$ cat src/pkg/ossq_pkg.sv
package ossq_pkg;

    // ------------------------------------------------------------
    // register map (byte addresses)
    // ------------------------------------------------------------
    localparam logic [7:0] ADDR_CTRL   = 8'h00;
    localparam logic [7:0] ADDR_STATUS = 8'h04;
    localparam logic [7:0] ADDR_IRQ_ST = 8'h08;
    localparam logic [7:0] ADDR_IRQ_MK = 8'h0c;

    // ctrl fields
    localparam int CTRL_SIX_CH = 0;
    localparam logic [31:0] CTRL_RESET = 32'h0000_0001;

    // event / status bit positions
    localparam int EV_UV   = 0;
    localparam int EV_OVL  = 1;
    localparam int EV_TSD  = 2;
    localparam int EV_TWARN = 3;
    localparam int EV_W    = 4;

    localparam logic [1:0] RESP_OKAY   = 2'b00;
    localparam logic [1:0] RESP_SLVERR = 2'b10;

    // ------------------------------------------------------------
    // sequencer states
    // ------------------------------------------------------------
    typedef enum logic [1:0] {
        ST_POWERUP = 2'b00,
        ST_RUN     = 2'b01,
        ST_FAULT   = 2'b10
    } ossq_state_type;

endpackage

$ cat src/ossq_top.sv
`timescale 1ns/100ps
// What this block does
// - power-on clear resets the overload latch and holds the output stage off until both supplies are good.
// - a low supply puts every half-bridge in high impedance and pulls the shutdown flag low.
// - after a supply fault the block resumes on its own once all supplies are good again.
// - reset pin low forces all half-bridges to high impedance.
// - reset pin low hides all faults and holds the shutdown flag high.
// - after power-up, only a rising edge on the reset pin clears a latched overload.
// - six-channel mode follows the mode-select and reset table for bias and both groups.
// - three-channel mode switches only the first group when reset is high and mode-select low.
// - any shutdown fault pulls the shutdown flag low and the stage to high impedance.
// - thermal warning pulls the warning flag low without shutting down.
// - thermal shutdown forces high impedance and the shutdown flag, and clears by itself.
module ossq_top (
    input  wire logic        aclk,
    input  wire logic        aresetn,
    // detector flags and pins
    input  wire logic        gate_drive_supply_good,
    input  wire logic        vdd_supply_good,
    input  wire logic        overload_detect,
    input  wire logic        thermal_shutdown,
    input  wire logic        thermal_warning,
    input  wire logic        reset_pin_n,
    input  wire logic        bias_mode_select,
    // output stage enables, high means switching / active
    output logic             bias_precharge_control,
    output logic             group_one_enable,
    output logic             group_two_enable,
    // open-drain flags: output value is 0, oe low drives the pin
    output logic             fault_shutdown_n_out,
    output logic             fault_shutdown_n_oe_n,
    output logic             thermal_warning_n_out,
    output logic             thermal_warning_n_oe_n,
    output logic             irq,
    // axi4-lite slave
    input  wire logic [7:0]  s_axi_awaddr,
    input  wire logic        s_axi_awvalid,
    output logic             s_axi_awready,
    input  wire logic [31:0] s_axi_wdata,
    input  wire logic [3:0]  s_axi_wstrb,
    input  wire logic        s_axi_wvalid,
    output logic             s_axi_wready,
    output logic [1:0]       s_axi_bresp,
    output logic             s_axi_bvalid,
    input  wire logic        s_axi_bready,
    input  wire logic [7:0]  s_axi_araddr,
    input  wire logic        s_axi_arvalid,
    output logic             s_axi_arready,
    output logic [31:0]      s_axi_rdata,
    output logic [1:0]       s_axi_rresp,
    output logic             s_axi_rvalid,
    input  wire logic        s_axi_rready
);

    // ------------------------------------------------------------
    // input synchronisers
    // ------------------------------------------------------------
    logic [6:0] raw_in;
    logic [6:0] syn;
    assign raw_in = {bias_mode_select, reset_pin_n, thermal_warning, thermal_shutdown,
                     overload_detect, vdd_supply_good, gate_drive_supply_good};

    ossq_sync #(.W(7), .INIT(7'h00)) u_sync (
        .aclk    (aclk),
        .aresetn (aresetn),
        .din     (raw_in),
        .dout    (syn)
    );

    logic gd_good, vdd_good, ovl_det, tsd, twarn, rst_pin, mode_sel;
    assign gd_good  = syn[0];
    assign vdd_good = syn[1];
    assign ovl_det  = syn[2];
    assign tsd      = syn[3];
    assign twarn    = syn[4];
    assign rst_pin  = syn[5];
    assign mode_sel = syn[6];

    // ------------------------------------------------------------
    // fault logic
    // ------------------------------------------------------------
    logic                   supplies_ok;
    logic                   rst_pin_d;
    logic                   overload_latch;
    ossq_pkg::ossq_state_type state;
    ossq_pkg::ossq_state_type next_state;
    logic                   shutdown;
    logic [31:0]            ctrl;

    assign supplies_ok = gd_good & vdd_good;
    // undervoltage, thermal or latched overload all stop the stage
    assign shutdown = !supplies_ok | tsd | overload_latch;

    // previous reset level, for edge detection
    always_ff @(posedge aclk) begin
        if (!aresetn) begin
            rst_pin_d <= 1'b0;
        end else begin
            rst_pin_d <= rst_pin;
        end
    end

    // overload latch: set by detector, cleared in power-up state or by reset rising edge
    // a detector still active at the edge wins, so the stage does not restart into a short
    always_ff @(posedge aclk) begin
        if (!aresetn) begin
            overload_latch <= 1'b0;
        end else if (state == ossq_pkg::ST_POWERUP) begin
            overload_latch <= 1'b0;
        end else if (ovl_det) begin
            overload_latch <= 1'b1;
        end else if (rst_pin & !rst_pin_d) begin
            overload_latch <= 1'b0;
        end
    end

    // sequencer state
    always_comb begin
        next_state = state;
        case (state)
            ossq_pkg::ST_POWERUP: begin
                if (supplies_ok) begin
                    next_state = ossq_pkg::ST_RUN;
                end
            end
            ossq_pkg::ST_RUN: begin
                if (shutdown) begin
                    next_state = ossq_pkg::ST_FAULT;
                end
            end
            ossq_pkg::ST_FAULT: begin
                if (!shutdown) begin
                    next_state = ossq_pkg::ST_RUN;
                end
            end
            default: next_state = ossq_pkg::ST_POWERUP;
        endcase
    end

    always_ff @(posedge aclk) begin
        if (!aresetn) begin
            state <= ossq_pkg::ST_POWERUP;
        end else begin
            state <= next_state;
        end
    end

    // ------------------------------------------------------------
    // output stage decode
    // ------------------------------------------------------------
    logic run_ok;
    logic next_bias, next_one, next_two;
    // combinational shutdown gate, so a fault stops the stage at the next clock edge after it is seen
    assign run_ok = (state != ossq_pkg::ST_POWERUP) & !shutdown;

    always_comb begin
        next_bias = 1'b0;
        next_one  = 1'b0;
        next_two  = 1'b0;
        if (run_ok) begin
            if (!rst_pin) begin
                next_bias = mode_sel;
            end else if (ctrl[ossq_pkg::CTRL_SIX_CH]) begin
                next_one = mode_sel;
                next_two = mode_sel;
            end else begin
                next_one = !mode_sel;
            end
        end
    end

    always_ff @(posedge aclk) begin
        if (!aresetn) begin
            bias_precharge_control <= 1'b0;
            group_one_enable       <= 1'b0;
            group_two_enable       <= 1'b0;
        end else begin
            bias_precharge_control <= next_bias;
            group_one_enable       <= next_one;
            group_two_enable       <= next_two;
        end
    end

    // flags: reset pin low hides faults; power-up reports undervoltage
    always_ff @(posedge aclk) begin
        if (!aresetn) begin
            fault_shutdown_n_out   <= 1'b0;
            fault_shutdown_n_oe_n  <= 1'b1;
            thermal_warning_n_out  <= 1'b0;
            thermal_warning_n_oe_n <= 1'b1;
        end else begin
            fault_shutdown_n_out   <= 1'b0;
            thermal_warning_n_out  <= 1'b0;
            fault_shutdown_n_oe_n  <= !(rst_pin & shutdown);
            thermal_warning_n_oe_n <= !(rst_pin & (twarn | tsd));
        end
    end

    // ------------------------------------------------------------
    // interrupt status and mask
    // ------------------------------------------------------------
    logic [ossq_pkg::EV_W-1:0] ev_now, ev_prev, ev_rise, irq_st, irq_mk, clr_bits;
    assign ev_now  = {twarn, tsd, overload_latch, !supplies_ok};
    assign ev_rise = ev_now & ~ev_prev;

    always_ff @(posedge aclk) begin
        if (!aresetn) begin
            ev_prev <= '0;
            irq_st  <= '0;
            irq     <= 1'b0;
        end else begin
            ev_prev <= ev_now;
            // set wins over a clear in the same cycle
            irq_st  <= (irq_st & ~clr_bits) | ev_rise;
            irq     <= |(((irq_st & ~clr_bits) | ev_rise) & irq_mk);
        end
    end

    // ------------------------------------------------------------
    // axi4-lite slave
    // ------------------------------------------------------------
    logic        aw_held, w_held;
    logic [7:0]  aw_addr;
    logic [31:0] w_data;
    logic [3:0]  w_strb;
    logic        do_write;

    assign do_write = aw_held & w_held & !s_axi_bvalid;

    function automatic logic [31:0] apply_strb(input logic [31:0] old_v,
                                               input logic [31:0] new_v,
                                               input logic [3:0]  strb);
        logic [31:0] r;
        r = old_v;
        for (int b = 0; b < 4; b++) begin
            if (strb[b]) begin
                r[b*8 +: 8] = new_v[b*8 +: 8];
            end
        end
        return r;
    endfunction

    logic [31:0] clr_word, mk_word;
    assign clr_word = apply_strb(32'h0, w_data, w_strb);
    assign mk_word  = apply_strb({28'h0, irq_mk}, w_data, w_strb);
    assign clr_bits = (do_write && aw_addr == ossq_pkg::ADDR_IRQ_ST)
                    ? clr_word[ossq_pkg::EV_W-1:0] : '0;

    // write channels accepted independently, response after both
    always_ff @(posedge aclk) begin
        if (!aresetn) begin
            aw_held       <= 1'b0;
            w_held        <= 1'b0;
            aw_addr       <= 8'h00;
            w_data        <= 32'h0;
            w_strb        <= 4'h0;
            s_axi_awready <= 1'b0;
            s_axi_wready  <= 1'b0;
            s_axi_bvalid  <= 1'b0;
            s_axi_bresp   <= ossq_pkg::RESP_OKAY;
        end else begin
            s_axi_awready <= !aw_held & !s_axi_awready & s_axi_awvalid;
            s_axi_wready  <= !w_held & !s_axi_wready & s_axi_wvalid;
            if (s_axi_awvalid & s_axi_awready) begin
                aw_held <= 1'b1;
                aw_addr <= s_axi_awaddr;
            end
            if (s_axi_wvalid & s_axi_wready) begin
                w_held <= 1'b1;
                w_data <= s_axi_wdata;
                w_strb <= s_axi_wstrb;
            end
            if (do_write) begin
                aw_held      <= 1'b0;
                w_held       <= 1'b0;
                s_axi_bvalid <= 1'b1;
                s_axi_bresp  <= (aw_addr == ossq_pkg::ADDR_CTRL ||
                                 aw_addr == ossq_pkg::ADDR_STATUS ||
                                 aw_addr == ossq_pkg::ADDR_IRQ_ST ||
                                 aw_addr == ossq_pkg::ADDR_IRQ_MK)
                                ? ossq_pkg::RESP_OKAY : ossq_pkg::RESP_SLVERR;
            end else if (s_axi_bvalid & s_axi_bready) begin
                s_axi_bvalid <= 1'b0;
            end
        end
    end

    // writable registers; status is read only
    always_ff @(posedge aclk) begin
        if (!aresetn) begin
            ctrl   <= ossq_pkg::CTRL_RESET;
            irq_mk <= '0;
        end else if (do_write) begin
            if (aw_addr == ossq_pkg::ADDR_CTRL) begin
                ctrl <= apply_strb(ctrl, w_data, w_strb) & ossq_pkg::CTRL_RESET;
            end
            if (aw_addr == ossq_pkg::ADDR_IRQ_MK) begin
                irq_mk <= mk_word[ossq_pkg::EV_W-1:0];
            end
        end
    end

    // read channel, one cycle after address acceptance
    always_ff @(posedge aclk) begin
        if (!aresetn) begin
            s_axi_arready <= 1'b0;
            s_axi_rvalid  <= 1'b0;
            s_axi_rdata   <= 32'h0;
            s_axi_rresp   <= ossq_pkg::RESP_OKAY;
        end else begin
            s_axi_arready <= !s_axi_rvalid & !s_axi_arready & s_axi_arvalid;
            if (s_axi_arvalid & s_axi_arready) begin
                s_axi_rvalid <= 1'b1;
                s_axi_rresp  <= ossq_pkg::RESP_OKAY;
                case (s_axi_araddr)
                    ossq_pkg::ADDR_CTRL:   s_axi_rdata <= ctrl;
                    ossq_pkg::ADDR_STATUS: s_axi_rdata <= {22'h0, state, overload_latch,
                                                           rst_pin, mode_sel, twarn, tsd,
                                                           ovl_det, vdd_good, gd_good};
                    ossq_pkg::ADDR_IRQ_ST: s_axi_rdata <= {28'h0, irq_st};
                    ossq_pkg::ADDR_IRQ_MK: s_axi_rdata <= {28'h0, irq_mk};
                    default: begin
                        s_axi_rdata <= 32'h0;
                        s_axi_rresp <= ossq_pkg::RESP_SLVERR;
                    end
                endcase
            end else if (s_axi_rvalid & s_axi_rready) begin
                s_axi_rvalid <= 1'b0;
            end
        end
    end

endmodule

$ cat src/ossq_sync.sv
`timescale 1ns/100ps
// three-stage synchroniser; output changes once stages two and three agree
module ossq_sync #(
    parameter int    W     = 1,
    parameter logic [W-1:0] INIT = '0
) (
    input  wire logic         aclk,
    input  wire logic         aresetn,
    input  wire logic [W-1:0] din,
    output logic      [W-1:0] dout
);
    logic [W-1:0] s1;
    logic [W-1:0] s2;
    logic [W-1:0] s3;

    // first stage feeds only the second
    always_ff @(posedge aclk) begin
        if (!aresetn) begin
            s1   <= INIT;
            s2   <= INIT;
            s3   <= INIT;
            dout <= INIT;
        end else begin
            s1 <= din;
            s2 <= s1;
            s3 <= s2;
            for (int i = 0; i < W; i++) begin
                if (s2[i] == s3[i]) begin
                    dout[i] <= s3[i];
                end
            end
        end
    end
endmodule

$ cat config.mk
export PLATFORM = sky130hd
export DESIGN_NAME = ossq_top
export DESIGN_NICKNAME = d
export VERILOG_FILES = /design/src/pkg/ossq_pkg.sv /design/src/ossq_top.sv /design/src/ossq_sync.sv
export SDC_FILE = /design/constraint.sdc
export NUM_CORES = 1
export LEC_CHECK = 0
export BUFFER_PORTS_ARGS = -buffer_cell sky130_fd_sc_hd__buf_2
export CORE_MARGIN = 2
export CORE_UTILIZATION = 30
export DETAILED_ROUTE_END_ITERATION = 8
export GPL_TIMING_DRIVEN = 0
export PLACE_DENSITY_LB_ADDON = 0.15
export SYNTH_ARGS = -nofsm -noshare
export SYNTH_HDL_FRONTEND = slang
export SYNTH_SLANG_ARGS = --single-unit
$ cat constraint.sdc
create_clock -name aclk -period 3 [get_ports aclk]
set_input_delay 0.3 -clock aclk [delete_from_list [all_inputs] [get_ports aclk]]
set_output_delay 0.3 -clock aclk [all_outputs]
set_load 0.01 [all_outputs]
# Yosys cells after proc, flatten, opt, wreduce, memory -nomap -nowiden

Index checks and enable logic that the tools add are counted.
W data, S select, Z words.

Register bits: 107
Input bits: 66
Output and inout port bits: 49
Logic and storage cells: 133

Eq/ne operators: 18
Multiplexer cells: 16
Bitwise operators: 29
Reduce and logical (&&, ||, !) cells: 34

Operators by type and width:

| operator             | number |
|---|---|
| $pmux W10 S4         | 1 |
| $eq A8 B4 Y1 const B | 4 |
| $and A1 B1 Y1        | 18 |
| $eq A8 B3 Y1 const B | 2 |
| $logic_not A8 Y1     | 2 |
| $logic_not A1 Y1     | 13 |
| $and A4 B4 Y4        | 3 |
| $reduce_and A3 Y1    | 4 |
| $mux W2              | 5 |
| $mux W4              | 2 |
| $not A4 Y4           | 2 |
| $reduce_bool A2 Y1   | 4 |
| $reduce_or A4 Y1     | 2 |
| $eq A1 B1 Y1         | 7 |
| $mux W1              | 7 |
| $ne A2 B2 Y1 const B | 3 |
| $pmux W2 S3          | 1 |
| $or A4 B4 Y4         | 1 |
| $reduce_and A4 Y1    | 1 |
| $reduce_or A2 Y1     | 2 |
| $logic_or A1 B1 Y1   | 3 |
| $or A1 B1 Y1         | 3 |
| $reduce_or A3 Y1     | 1 |
| $eq A2 B1 Y1 const B | 1 |
| other kinds (4)      | 5 |

# Logic depth before layout (Yosys ltp)

Gate-level depths: netlist of the first run.

Depth after elaboration: 9
Gate-level depth with buffers: 5
Gate-level depth less buffers: 4

# Cells and area by module

A second synthesis of the first run with hierarchy kept.

Cells, all modules: 333
Area, all modules: 3178.0 um^2

By module, submodules not included:

| module    | instances | cells an instance | area each (um^2) | sequential area each (um^2) |
|---|---|---|---|---|
| ossq_top  | 1         | 261               | 2349.8           | 1101.1 |
| ossq_sync | 1         | 72                | 828.3            | 560.5 |

# Worst setup path after synthesis of the first run

No wires, ideal clock.

Path type: input to register
Start: input port s_axi_araddr[5]
End: register s_axi_rdata[0]
Library setup time: 67 ps
Data arrival time: 1456 ps
Required time: 2933 ps
Setup slack: 1476 ps
Cell stages on the path: 4
Path through: or4_4 -> or3_4 -> nand2b_1 -> a21oi_2

Cells in the longest elaborated chain, start to end: 2

Ends and longest elaborated chain:

| what                                 | RTL line        | source |
|---|---|---|
| start, declared                      | ossq_top.sv:46  | `input wire logic [7:0] s_axi_araddr,` |
| $eq A8 B4 Y1 (tied with other cells) | ossq_top.sv:315 | `case (s_axi_araddr)` |
| $pmux W10 S4 *                       | ossq_top.sv:315 |  |
| end signal, assigned                 | ossq_top.sv:316 | `ossq_pkg::ADDR_CTRL: s_axi_rdata <= ctrl;` |
| end signal, assigned                 | ossq_top.sv:317 | `ossq_pkg::ADDR_STATUS: s_axi_rdata <= {22'h0, state, overload_latch,` |
| end signal, assigned                 | ossq_top.sv:320 | `ossq_pkg::ADDR_IRQ_ST: s_axi_rdata <= {28'h0, irq_st};` |
| end, declared                        | ossq_top.sv:49  | `output logic [31:0] s_axi_rdata,` |

Mark *: on every way between the ends. The rest lies on a longest branch, timed or not.
A chain may end at the register's enable or synchronous reset.

# Worst setup path after layout of the first run

Start: register aw_addr[4]
End: register irq_mk[1] in the netlist's numbering

Cells in the longest elaborated chain, start to end: 2

Ends and longest elaborated chain:

| what                        | RTL line        | source |
|---|---|---|
| start, declared             | ossq_top.sv:223 | `logic [7:0] aw_addr;` |
| start signal, assigned      | ossq_top.sv:266 | `aw_addr <= s_axi_awaddr;` |
| $eq A8 B4 Y1                | ossq_top.sv:297 | `if (aw_addr == ossq_pkg::ADDR_IRQ_MK) begin` |
| $reduce_and A3 Y1 (no line) | n/a             |  |
| end signal, assigned        | ossq_top.sv:298 | `irq_mk <= mk_word[ossq_pkg::EV_W-1:0];` |
| end, declared               | ossq_top.sv:202 | `logic [ossq_pkg::EV_W-1:0] ev_now, ev_prev, ev_rise, irq_st, irq_mk, clr_bits;` |

No other way between the ends.

==> results of run 1 <==
## stage by stage
stage | setup WS [ps] | hold WS (ps) | cells
final | 1000 | 138 | 567
after global placement | 1110 | 415 | 551
after floorplan | 1480 | 412 | 360
after detailed placement | 1050 | 419 | 551
after global routing | 871 | 123 | 567
after CTS | 1020 | 121 | 567
## area by class of cell
cell class | count | area (µm²)
fill | 1068 | 6390
clock buffer | 12 | 165
tap | 136 | 170
multi-input combinational | 234 | 1320
sequential | 83 | 1660
timing repair buffer | 55 | 275
buffer | 38 | 240
inverter | 5 | 18.8
clock inverter | 4 | 31.3
## state kept, by name, summed over array words and instances, names as in the netlist, 2 cells and up
signal,cells
aw_addr,8
ev_prev,4
irq_mk,4
irq_st,4
s_axi_rdata,10
state,2
u_sync.dout,7
u_sync.s1,7
u_sync.s2,7
u_sync.s3,7
w_data,4
## worst max-delay path, delay by kind of cell, from the launching register on
family           cells  cell delay, ps
DFF                  1             320
muxes                1             270
and+or+nand+nor      3            1270
## how the worst max path moves through the flow
stage,slack [ps],end,start
after global routing,870,irq_mk[1],aw_addr[4]
after global placement,1110,irq_mk[1],aw_addr[4]
after floorplan,1480,s_axi_rdata[0],s_axi_araddr[5]
after detailed placement,1050,irq_mk[3],aw_addr[4]
after CTS,1020,irq_mk[3],aw_addr[4]
final,1000,irq_mk[1],aw_addr[4]
## power groups by stage
stage               clock (mW)  sequential [mW]  combinational, mW
floorplan                    0             1.16             0.0908
global placement             0             1.16              0.136
detailed placement           0             1.17              0.138
CTS                      0.803             1.14              0.139
global route             0.854             1.14              0.154
finish                   0.779             1.14              0.138
## metal layers
layer | vias to the layer above | wire (µm) | GRT usage, %
met3 | 8 | 409 | 3.68
li1 | 1280 | - | -
met5 | - | 0 | 0
met4 | 0 | 136 | 7.24
met1 | 1100 | 3340 | 15.9
met2 | 68 | 2990 | 19.5
## cell families (layout without fill, tap and decap cells)
| kind of cell | count (synthesis) | count (layout) | synth area share, % |
|---|---|---|---|
| other | 1 | 26 | 0.119 |
| buffers and inverters | 43 | 114 | 8.22 |
| and+or+nand+nor | 129 | 129 | 22.2 |
| muxes | 9 | 9 | 3.38 |
| AOI/OAI and AO/OA | 67 | 67 | 12.5 |
| DFF | 83 | 83 | 52.7 |
| adders and majority gates | 1 | 1 | 0.318 |
| xor gates and xnor gates | 2 | 2 | 0.556 |
## Yosys cell counts
cell	instances	share of area [%]
and2_1	26	5.2
buf_4	26	6.2
o21ai_0	16	2.5
and3_1	2	0.40
nor2b_1	8	1.6
nor3b_1	1	0.24
dfxtp_1	83	53
a2bb2oi_1	1	0.28
and4_1	1	0.28
a211oi_1	1	0.24
nor3_1	4	0.64
nand2_1	34	4.1
mux2_2	3	1.1
o21a_1	4	0.95
a21oi_1	29	4.6
maj3_1	1	0.32
nor2_1	18	2.1
a21boi_0	3	0.71
inv_1	5	0.60
or3_4	1	0.36
and4b_1	1	0.32
nand2b_1	3	0.60
conb_1	1	0.12
a21oi_2	1	0.28
nor4b_4	1	0.75
nand3_1	13	2.1
a22oi_1	11	2.6
or2_2	4	0.79
nand4_1	4	0.79
or4_4	1	0.36
and3b_1	3	0.83
a311oi_1	1	0.28
clkbuf_1	12	1.4
mux4_2	1	0.71
mux2i_1	5	1.6
nor4_1	4	0.79
xor2_1	2	0.56
## placed cells by master, fill, tap and decap left out, drive strengths merged, types with 13 or more instances in the layout
cell type   n
dfxtp      83
a21oi      30
nand3      13
buf        81
nand2      34
clkbuf     24
and2       26
nor2       18
conb       26
o21ai      16
==> results.md, run 1 <==
* CTS clk-pin slew, worst paths at 90 ps
* DR WL/cell at 12.1 µm
* Endpoints failing hold at 0
* Startpoint types: flop
* Flip-flop and latch count after synthesis at 83
* Area Overhead vs Synth at 23.4%
* Inserted Diodes at 0
* Lkg Pwr at 1.69 nW
* Clock period minus worst slack at 2000 ps
* Setup TNS at 0 ps
* Largest net degree at the start of global routing at 15
* Worst reg2reg path endpoint: irq_mk[1]
* Total gr overflow at 0
* Drt drc at 0
* Final Slew Violations at 0
* Initial Util at 30.7%
* Pwr dens at 529 mW/mm²
* Sequential Power Share at 55.4%
* Sw Ratio at 24.1%
* Final WL at 6870 µm
* Run status: completed
* RSZ-0062 raised after global routing: no
* Yosys warns at 0
* Post-route ant nets at 0
* Vias per inst at 4.33
* Worst-path fanout max at 5
* Worst reg2reg path depth at 4
* Area of the core at 0.0103 mm²
* Nets at 492
* R2r startpoint: aw_addr[4]
* Slew HR at 44.0%
* CTS tree: done
* Sequential fraction of the synthesis area at 52.7%
* Worst slew pin tran at 832 ps
* PortBufs at 55
* Syn Inst Count at 335
* TritonRoute pass-1 iters at 4
* Setup bufs post-CTS at 0
* Number of global-route vias before repair at 2,200
* Fmax at 0.501 GHz
* Die Y at 106 µm
* Clk pwr share at 37.9%
* Initial antenna violation count at 0
* Post_cts resized at 0
* Avg Cell Area, Syn at 9.40 µm²
* Worst min-delay path category: in -> reg
* Flop-to-flop setup slack at 1000 ps
* Worst path max stage delay at 730 ps
* GPL Wtd Cong at 0.781
* First-pass GRT wire length at 10,900 µm
* TritonCTS Buffers at 9
* Mapped Area at 0.00315 mm²
* Worst EP required at 3230 ps
* Drt initial violations at 119
* All-Layer GR Usage at 12.7%
* Final setup violation count at 0
* CP arrival at 2220 ps
* Share of layout cells above drive strength 1 at 25.3%
* CP endpoint kind: flop
* Clock Skew at 10.5 ps
* Cells along the critical path: nor4_1 > nand4_1 > mux2i_1 > nor2_1
* Sink Count at 83
* Period utilization at 66.6%
* Root buf cell: clkbuf_8
* Final Util at 37.8%
* Final instance area at 0.00389 mm²
* Min-delay src: thermal_shutdown
* Sw power at 0.495 mW
* CTS hold repair buffers at 0
* DPL Wire Length at 5000 µm
* Slowest-stage cell, CP: nor4_1
* Hold Path Stages at 2
* Max_cap viols at 0
* Die ar. at 0.0113 mm²
* Maximum root-to-sink buffer count at 2
* Distinct cells, synth at 37
* Comb power frac at 6.7%
* Placed cell areas at 0.00369 mm²
* Cell Int Power at 1.56 mW
* Top Ports at 115
* Worst Hold End: u_sync.s1[3]
* Power consumption at 2.06 mW
* Max VDD drop at 0.000198 V
* H-tree levels at 3
* # rows at 37
* Vias at 2,456
* Latest clock arrival within the worst-skew pair at 360 ps
* Setup Crit Path Kind: reg -> reg
* Die extent in x at 106 µm
No activity file was read; power rests on OpenSTA's default activity.
==> run 2, diff against run 1 <==
Settings changed: ABC_AREA set to 1.
Clock period 3 ns to 2.1 ns, I/O delays scaled along.
==> run 2 against run 1 <==
Against the previous run:
- first-iteration DRC count fell by 18%
- power rose by 53%
- hold slack worse by 100 ps
- sequential power is 44% higher
- clock power rose by 64%
- critical path depth grew 6
- count of clock-buffer cells in the layout fell by 1
- synthesized cell count up 21%
- via count grew 6.7%
- sequential cell count did not move
- clock skew is essentially flat
- non-clock buffer count is 1 lower
==> results.md, run 2 <==
* Ys async rst share at 0% (unchanged)
* Top reg by flops: s_axi_rdata (unchanged)
* Maximum root-to-sink buffer count at 2 (unchanged)
* GPL Wtd Cong at 0.765 (was 0.781)
* DPL Wire Length at 5200 µm (was 5000 µm)
* Vias at 2,621 (was 2,456)
* Latest clock arrival within the worst-skew pair at 350 ps (was 360 ps)
* Largest net degree at the start of global routing at 15 (unchanged)
* # rows at 37 (unchanged)
* Synth area leaders: dfxtp_1, nand2_1, inv_1 (was dfxtp_1, buf_4, and2_1)
* Drt initial violations at 97 (was 119)
* Max_cap viols at 0 (unchanged)
* Syn Inst Count at 407 (was 335)
* Crit path buf inv count at 1 (was 0)
* Share of layout cells above drive strength 1 at 23.2% (was 25.3%)
* Inserted Diodes at 0 (unchanged)
* Lkg Pwr at 2.04 nW (was 1.69 nW)
* Final non-filler cell total at 641 (was 567)
* Cells along the critical path: inv_1 > nand3_2 > nor2_2 > nand3_1 > nand2_1 > nand2_1 > nand2_1 > nand2_1 > nor2_1 > nor2_1 (was nor4_1 > nand4_1 > mux2i_1 > nor2_1)
* Post-route ant nets at 0 (unchanged)
* First-pass GRT wire length at 11,400 µm (was 10,900 µm)
* Worst Hold End: u_sync.s1[5] (was u_sync.s1[3])
* Hold Path Stages at 3 (was 2)
* Met2 wire length at 3150 µm (was 2990 µm)
* Die ar. at 0.0116 mm² (was 0.0113 mm²)
* Setup Crit Path Kind: reg -> reg (unchanged)
* Drt drc at 0 (unchanged)
* R2r startpoint: s_axi_bvalid (was aw_addr[4])
* Final WL at 6850 µm (was 6870 µm)
* Sink Count at 83 (unchanged)
* Clock period minus worst slack at 1430 ps (was 2000 ps)
* Initial Util at 31.1% (was 30.7%)
* Largest regs: s_axi_rdata: 10 flops, aw_addr: 8 flops (unchanged)
* Worst slew pin tran at 599 ps (was 832 ps)
* DR WL/cell at 10.7 µm (was 12.1 µm)
* Initial antenna violation count at 0 (unchanged)
* Area of the multi-input gates at 0.00121 mm² (was 0.00132 mm²)
* TritonRoute pass-1 iters at 4 (unchanged)
* Run status: completed (unchanged)
* Reg area at 0.00166 mm² (unchanged)
* Most frequent cells in the layout: nand2_1, dfxtp_1, buf_2, inv_1, nor2_1 (was dfxtp_1, buf_2, nand2_1, a21oi_1)
* Crit path max-delay family: simple AND/OR/NAND/NOR gates (unchanged)
* Area of the core at 0.0104 mm² (was 0.0103 mm²)
* Placed Instances at 625 (was 551)
* Worst reg2reg path depth at 10 (was 4)
* Most common cell after layout, fill and taps aside: nand2_1 (was dfxtp_1)
* Worst-path fanout max at 4 (was 5)
* Flip-flop and latch count after synthesis at 83 (unchanged)
* Avg Cell Area, Syn at 7.92 µm² (was 9.40 µm²)
* Largest area contributor in the netlist: dfxtp_1 (unchanged)
* Top Ports at 115 (unchanged)
* RSZ-0062 raised after global routing: no (unchanged)
* Worst reg2reg path endpoint: irq (was irq_mk[1])
* Mapped Area at 0.00322 mm² (was 0.00315 mm²)
* Setup WS post-layout at 673 ps (was 1000 ps)
* Max VDD drop at 0.000243 V (was 0.000198 V)
* Slew HR at 60.1% (was 44.0%)
* DP Worst Slack at 674 ps (was 1050 ps)
* Area Overhead vs Synth at 24.1% (was 23.4%)
* TritonCTS Buffers at 9 (unchanged)
* Slowest-stage cell, CP: dfxtp_1 (was nor4_1)
* Fmax at 0.701 GHz (was 0.501 GHz)
* Final Slew Violations at 0 (unchanged)
* Die extent in x at 108 µm (was 106 µm)
* M1 wire length at 3230 µm (was 3340 µm)
* Yosys top cell area share at 51.5% (was 52.7%)
* Die Y at 108 µm (was 106 µm)
* Worst EP required at 2320 ps (was 3230 ps)
* Sequential fraction of the synthesis area at 51.5% (was 52.7%)
* Endpoints failing hold at 0 (unchanged)
* PortBufs at 57 (was 55)
* H-tree levels at 3 (unchanged)
* CTS tree: done (unchanged)
* Yosys warns at 0 (unchanged)
* Number of global-route vias before repair at 2,494 (was 2,200)
* Most numerous cell in the Yosys netlist: nand2_1 (was dfxtp_1)
* Setup TNS at 0 ps (unchanged)
* Total gr overflow at 0 (unchanged)
* Met3 routed WL at 337 µm (was 409 µm)
* Fill count at 1,133 (was 1,068)
* Vias per inst at 4.09 (was 4.33)
* CP endpoint kind: flop (unchanged)
* Most used DFF post-synth: dfxtp_1 (unchanged)
* Largest register FFs at 10 (unchanged)
* Post_cts resized at 0 (unchanged)
* Commonest cells post-synth: nand2_1, dfxtp_1, inv_1 (was dfxtp_1, nand2_1, a21oi_1)
* Period utilization at 68.0% (was 66.6%)
* Root buf cell: clkbuf_8 (unchanged)
* Crit path top cell by count: nand2_1
* Worst min-delay path category: in -> reg (unchanged)
* Distinct cells, synth at 32 (was 37)
* Final setup violation count at 0 (unchanged)
* EDFF count, synth at 0 (unchanged)
* Setup bufs post-CTS at 0 (unchanged)
* Startpoint types: flop (unchanged)
* All-Layer GR Usage at 12.6% (was 12.7%)
* Fin Hold WS at 37.8 ps (was 138 ps)
* Nets at 566 (was 492)
* CTS hold repair buffers at 0 (unchanged)
* Flop-to-flop setup slack at 670 ps (was 1000 ps)
* Min-delay src: reset_pin_n (was thermal_shutdown)
* CP arrival at 1650 ps (was 2220 ps)
* Pwr dens at 786 mW/mm² (was 529 mW/mm²)
* Max layer used: met4 (unchanged)
* Worst path max stage delay at 330 ps (was 730 ps)
* CTS clk-pin slew, worst paths at 80 ps (was 90 ps)
* Clock Skew at 10.1 ps (was 10.5 ps)
[run 2: cell count changes in the layout (fill, tap and decap cells not counted), sizes merged, moves of 10 or more]
cell	before	now
nand2	34	88
inv	6	56
and2	26	0
nor2	18	41
a22oi	11	0
clkbuf	24	14
[run 2: worst register-to-register path, cell delays in order, from the launching register on]
cell,delay [ps]
dfxtp_1,330
inv_1,100
nand3_2,140
nor2_2,180
nand3_1,130
nand2_1,100
nand2_1,50
nand2_1,60
nand2_1,60
nor2_1,100
nor2_1,40
[run 2: cells by family after synthesis]
logic type / synth area share [%]
AND/OR/NAND/NOR: 22.9
buffers and inverters: 13.9
flip-flops: 51.5
AO/OA/AOI/OAI: 11.3
XOR/XNOR: 0.272
other: 0.116
[run 2: layout make-up]
type,instances,area share (%)
plain buffers,35,5.97
clock buffers,11,3.53
clock inverters,5,2.16
inverters,56,5.25
multi-input cells,258,30.2
flip-flops and latches,83,41.5
well taps,136,4.25
repair buffers,57,7.13
[run 2: per-layer routing]
metal	up-vias	GRT usage, %
li1	1415	-
met1	1141	15.0
met2	53	21.5
met3	12	3.03
met4	0	5.77
met5	-	0
[run 2: per-stage QoR]
stage | area, µm² | utilization (%) | power (mW)
2_1_floorplan | 3320 | - | 1.83
6_report | 4000 | 38.6 | 3.15
4_1_cts | 4000 | 38.6 | 3.18
3_3_place_gp | 3770 | 36.4 | 1.90
3_5_place_dp | 3770 | 36.4 | 1.91
5_1_grt | 4000 | 38.6 | 3.29
[run 2: worst max-delay path by stage]
stage,startpoint,end,slack [ps],depth (start not counted)
CTS,aw_held,irq,660,9
floorplan,aw_addr[0],irq_mk[2],880,7
global placement,aw_held,irq,680,9
detailed placement,s_axi_araddr[7],s_axi_rdata[1],670,9
finish,s_axi_bvalid,irq,670,10
global route,w_held,irq,510,9
[run 2: where the power goes]
group | switching (mW) | internal, mW | total (mW)
combinational | 0.132 | 0.0984 | 0.230
clock | 0.570 | 0.709 | 1.28
sequential | 0.0224 | 1.61 | 1.64
==> run 3, diff against run 2 <==
Settings changed: ABC_AREA 1 to 0.
Clock period 2.1 ns to 1.48 ns, I/O delays scaled along.
==> run 3 against run 2 <==
Against the previous run:
- routed wire length up 2.9%
- first-iteration DRC count down 2.1%
- design area up 0.50%
- sequential cell count unchanged
- power up 41%
- clock skew down 1.9 ps
- critical path type unchanged
==> results.md, run 3 (synthesized netlist as in run 1, its figures left out) <==
* Slowest-stage cell, CP: dfxtp_1 (unchanged)
* Final Slew Violations at 0 (unchanged)
* Worst-path fanout max at 7 (was 4)
* All-Layer GR Usage at 13.0% (was 12.6%)
* Die extent in x at 106 µm (was 108 µm)
* Cell Int Power at 3.43 mW (was 2.42 mW)
* PortBufs at 55 (was 57)
* Largest net degree at the start of global routing at 15 (unchanged)
* Sw power at 1.01 mW (was 0.724 mW)
* Sw Ratio at 22.8% (was 23.0%)
* Die Y at 106 µm (was 108 µm)
* DR WL/cell at 12.3 µm (was 10.7 µm)
* Top Ports at 115 (unchanged)
* Largest register FFs at 10 (unchanged)
* Final WL at 7050 µm (was 6850 µm)
* Maximum root-to-sink buffer count at 2 (unchanged)
* Worst slew pin tran at 620 ps (was 599 ps)
* DPL Wire Length at 4980 µm (was 5200 µm)
* Die ar. at 0.0113 mm² (was 0.0116 mm²)
* Drt drc at 0 (unchanged)
* Max_cap viols at 0 (unchanged)
* Area Overhead vs Synth at 27.6% (was 24.1%)
* Period utilization at 95.5% (was 68.0%)
* Crit path max-delay family: simple AND/OR/NAND/NOR gates (unchanged)
* Inserted Diodes at 0 (unchanged)
* Root buf cell: clkbuf_8 (unchanged)
* H-tree levels at 3 (unchanged)
* Share of layout cells above drive strength 1 at 26.3% (was 23.2%)
* Clock Skew at 8.23 ps (was 10.1 ps)
* Worst path max stage delay at 410 ps (was 330 ps)
* Fmax at 0.708 GHz (was 0.701 GHz)
* Clk pwr share at 41.3% (was 40.7%)
* CTS tree: done (unchanged)
* First-pass GRT wire length at 11,300 µm (was 11,400 µm)
* Final instance area at 0.00402 mm² (was 0.00400 mm²)
* Final non-filler cell total at 574 (was 641)
* Pwr dens at 1110 mW/mm² (was 786 mW/mm²)
* GPL Wtd Cong at 0.751 (was 0.765)
* Top reg by flops: s_axi_rdata (unchanged)
* TritonRoute pass-1 iters at 4 (unchanged)
* Post-route ant nets at 0 (unchanged)
* Placed cell areas at 0.00370 mm² (was 0.00377 mm²)
* Total gr overflow at 0 (unchanged)
* Initial antenna violation count at 0 (unchanged)
* Clock period minus worst slack at 1410 ps (was 1430 ps)
* Crit path buf inv count at 0 (was 1)
* Drt initial violations at 95 (was 97)
* CP arrival at 1680 ps (was 1650 ps)
* Area of the core at 0.0103 mm² (was 0.0104 mm²)
* Placed Instances at 551 (was 625)
* Vias at 2,494 (was 2,621)
* Max VDD drop at 0.000337 V (was 0.000243 V)
* Worst EP required at 1740 ps (was 2320 ps)
* Vias per inst at 4.34 (was 4.09)
* Worst min-delay path category: in -> reg (unchanged)
* Most common cell after layout, fill and taps aside: dfxtp_1 (was nand2_1)
* # rows at 37 (unchanged)
* Sink Count at 83 (unchanged)
* Number of global-route vias before repair at 2,271 (was 2,494)
* Initial Util at 30.7% (was 31.1%)
* TritonCTS Buffers at 9 (unchanged)
* Setup Crit Path Kind: reg -> reg (unchanged)
* Sequential Power Share at 52.1% (was 52.0%)
* Latest clock arrival within the worst-skew pair at 350 ps (about the same)
* Comb power frac at 6.6% (was 7.3%)
* CP endpoint kind: flop (unchanged)
* Largest regs: s_axi_rdata: 10 flops, aw_addr: 8 flops (unchanged)
* CTS clk-pin slew, worst paths at 90 ps (was 80 ps)
* Endpoints failing hold at 0 (unchanged)
* Most frequent cells in the layout: dfxtp_1, buf_2, nand2_1, a21oi_1, buf_4 (was nand2_1, dfxtp_1, buf_2, inv_1, nor2_1)
* Crit path top cell by count: or2_2 (was nand2_1)
* Slew HR at 58.6% (was 60.1%)
* Nets at 499 (was 566)
* Lkg Pwr at 1.74 nW (was 2.04 nW)
* RSZ-0062 raised after global routing: no (unchanged)
* Run status: completed (unchanged)
* Cells along the critical path: or2_2 > or2_2 > nor4_1 (was inv_1 > nand3_2 > nor2_2 > nand3_1 > nand2_1 > nand2_1 > nand2_1 > nand2_1 > nor2_1 > nor2_1)
* Final setup violation count at 0 (unchanged)
* Startpoint types: flop (unchanged)
==> run 3: cell types whose count changed in the layout (fill, tap and decap cells not counted), sizes merged, moves of 6 or more <==
cell	previous run	this run
buf	89	83
a22oi	0	11
clkbuf	14	21
and2	0	26
dlygate4sd3	0	7
nor3	10	4
nor2	41	18
o21ai	25	16
nand2	88	34
nor2b	0	8
inv	56	6
==> run 3: per-layer routing <==
layer  vias up  GRT usage, %  routed length [µm]
li1       1289             -                   -
met1      1132          17.1                3420
met2        63          19.4                3110
met3        10          4.05                 418
met4         0          6.22                 104
met5         -             0                   0
==> run 3: final timing paths <==
path	end	slack (ps)	cells after the start	startpoint
min	s_axi_arready	30	3	s_axi_arvalid
max	group_two_enable	70	3	u_sync.dout[3]
max reg2reg	group_two_enable	70	3	u_sync.dout[3]
min reg2reg	u_sync.s2[6]	430	1	u_sync.s1[6]
==> run 3: through the flow <==
step	hold WS (ps)	setup slack (ps)	total power, mW	util, %	setup TNS, ps
final	30.3	66.7	4.45	39.1	0
after CTS	10.4	15.2	4.51	39.0	0
after detailed placement	358	-208	2.64	36.0	-1410
after floorplan	266	108	2.54	-	0
after global routing	26.1	4.20	4.65	39.1	0
after global placement	356	-166	2.64	36.0	-1120
==> run 3: timing repair <==
action	CTS	global route
pin swaps	1	1
gates resized for setup	3	3
setup endpoints to repair	9	10
hold endpoints to repair	7	0
setup buffers	1	1
hold buffers	7	0
==> run 3: cell type report <==
type                       instances  area [µm²]
fill                            1075        6260
sequential                        83        1660
multi-input combinational        234        1350
timing repair buffer              64         360
buffer                            36         233
tap                              136         170
clock buffer                      11         141
clock inverter                     5        85.1
inverter                           5        18.8
==> run 3: power by group through the flow <==
stage | Sequential, mW | Combinational, mW | Clock [mW]
2_1_floorplan | 2.36 | 0.185 | 0
3_3_place_gp | 2.36 | 0.277 | 0
3_5_place_dp | 2.36 | 0.280 | 0
4_1_cts | 2.31 | 0.298 | 1.90
5_1_grt | 2.33 | 0.330 | 2.00
6_report | 2.32 | 0.295 | 1.83
==> run 3: tightest hold or removal path, cell delays in order <==
cell and delay, ps:
buf_2 110, nand2_1 50, nor3_1 30
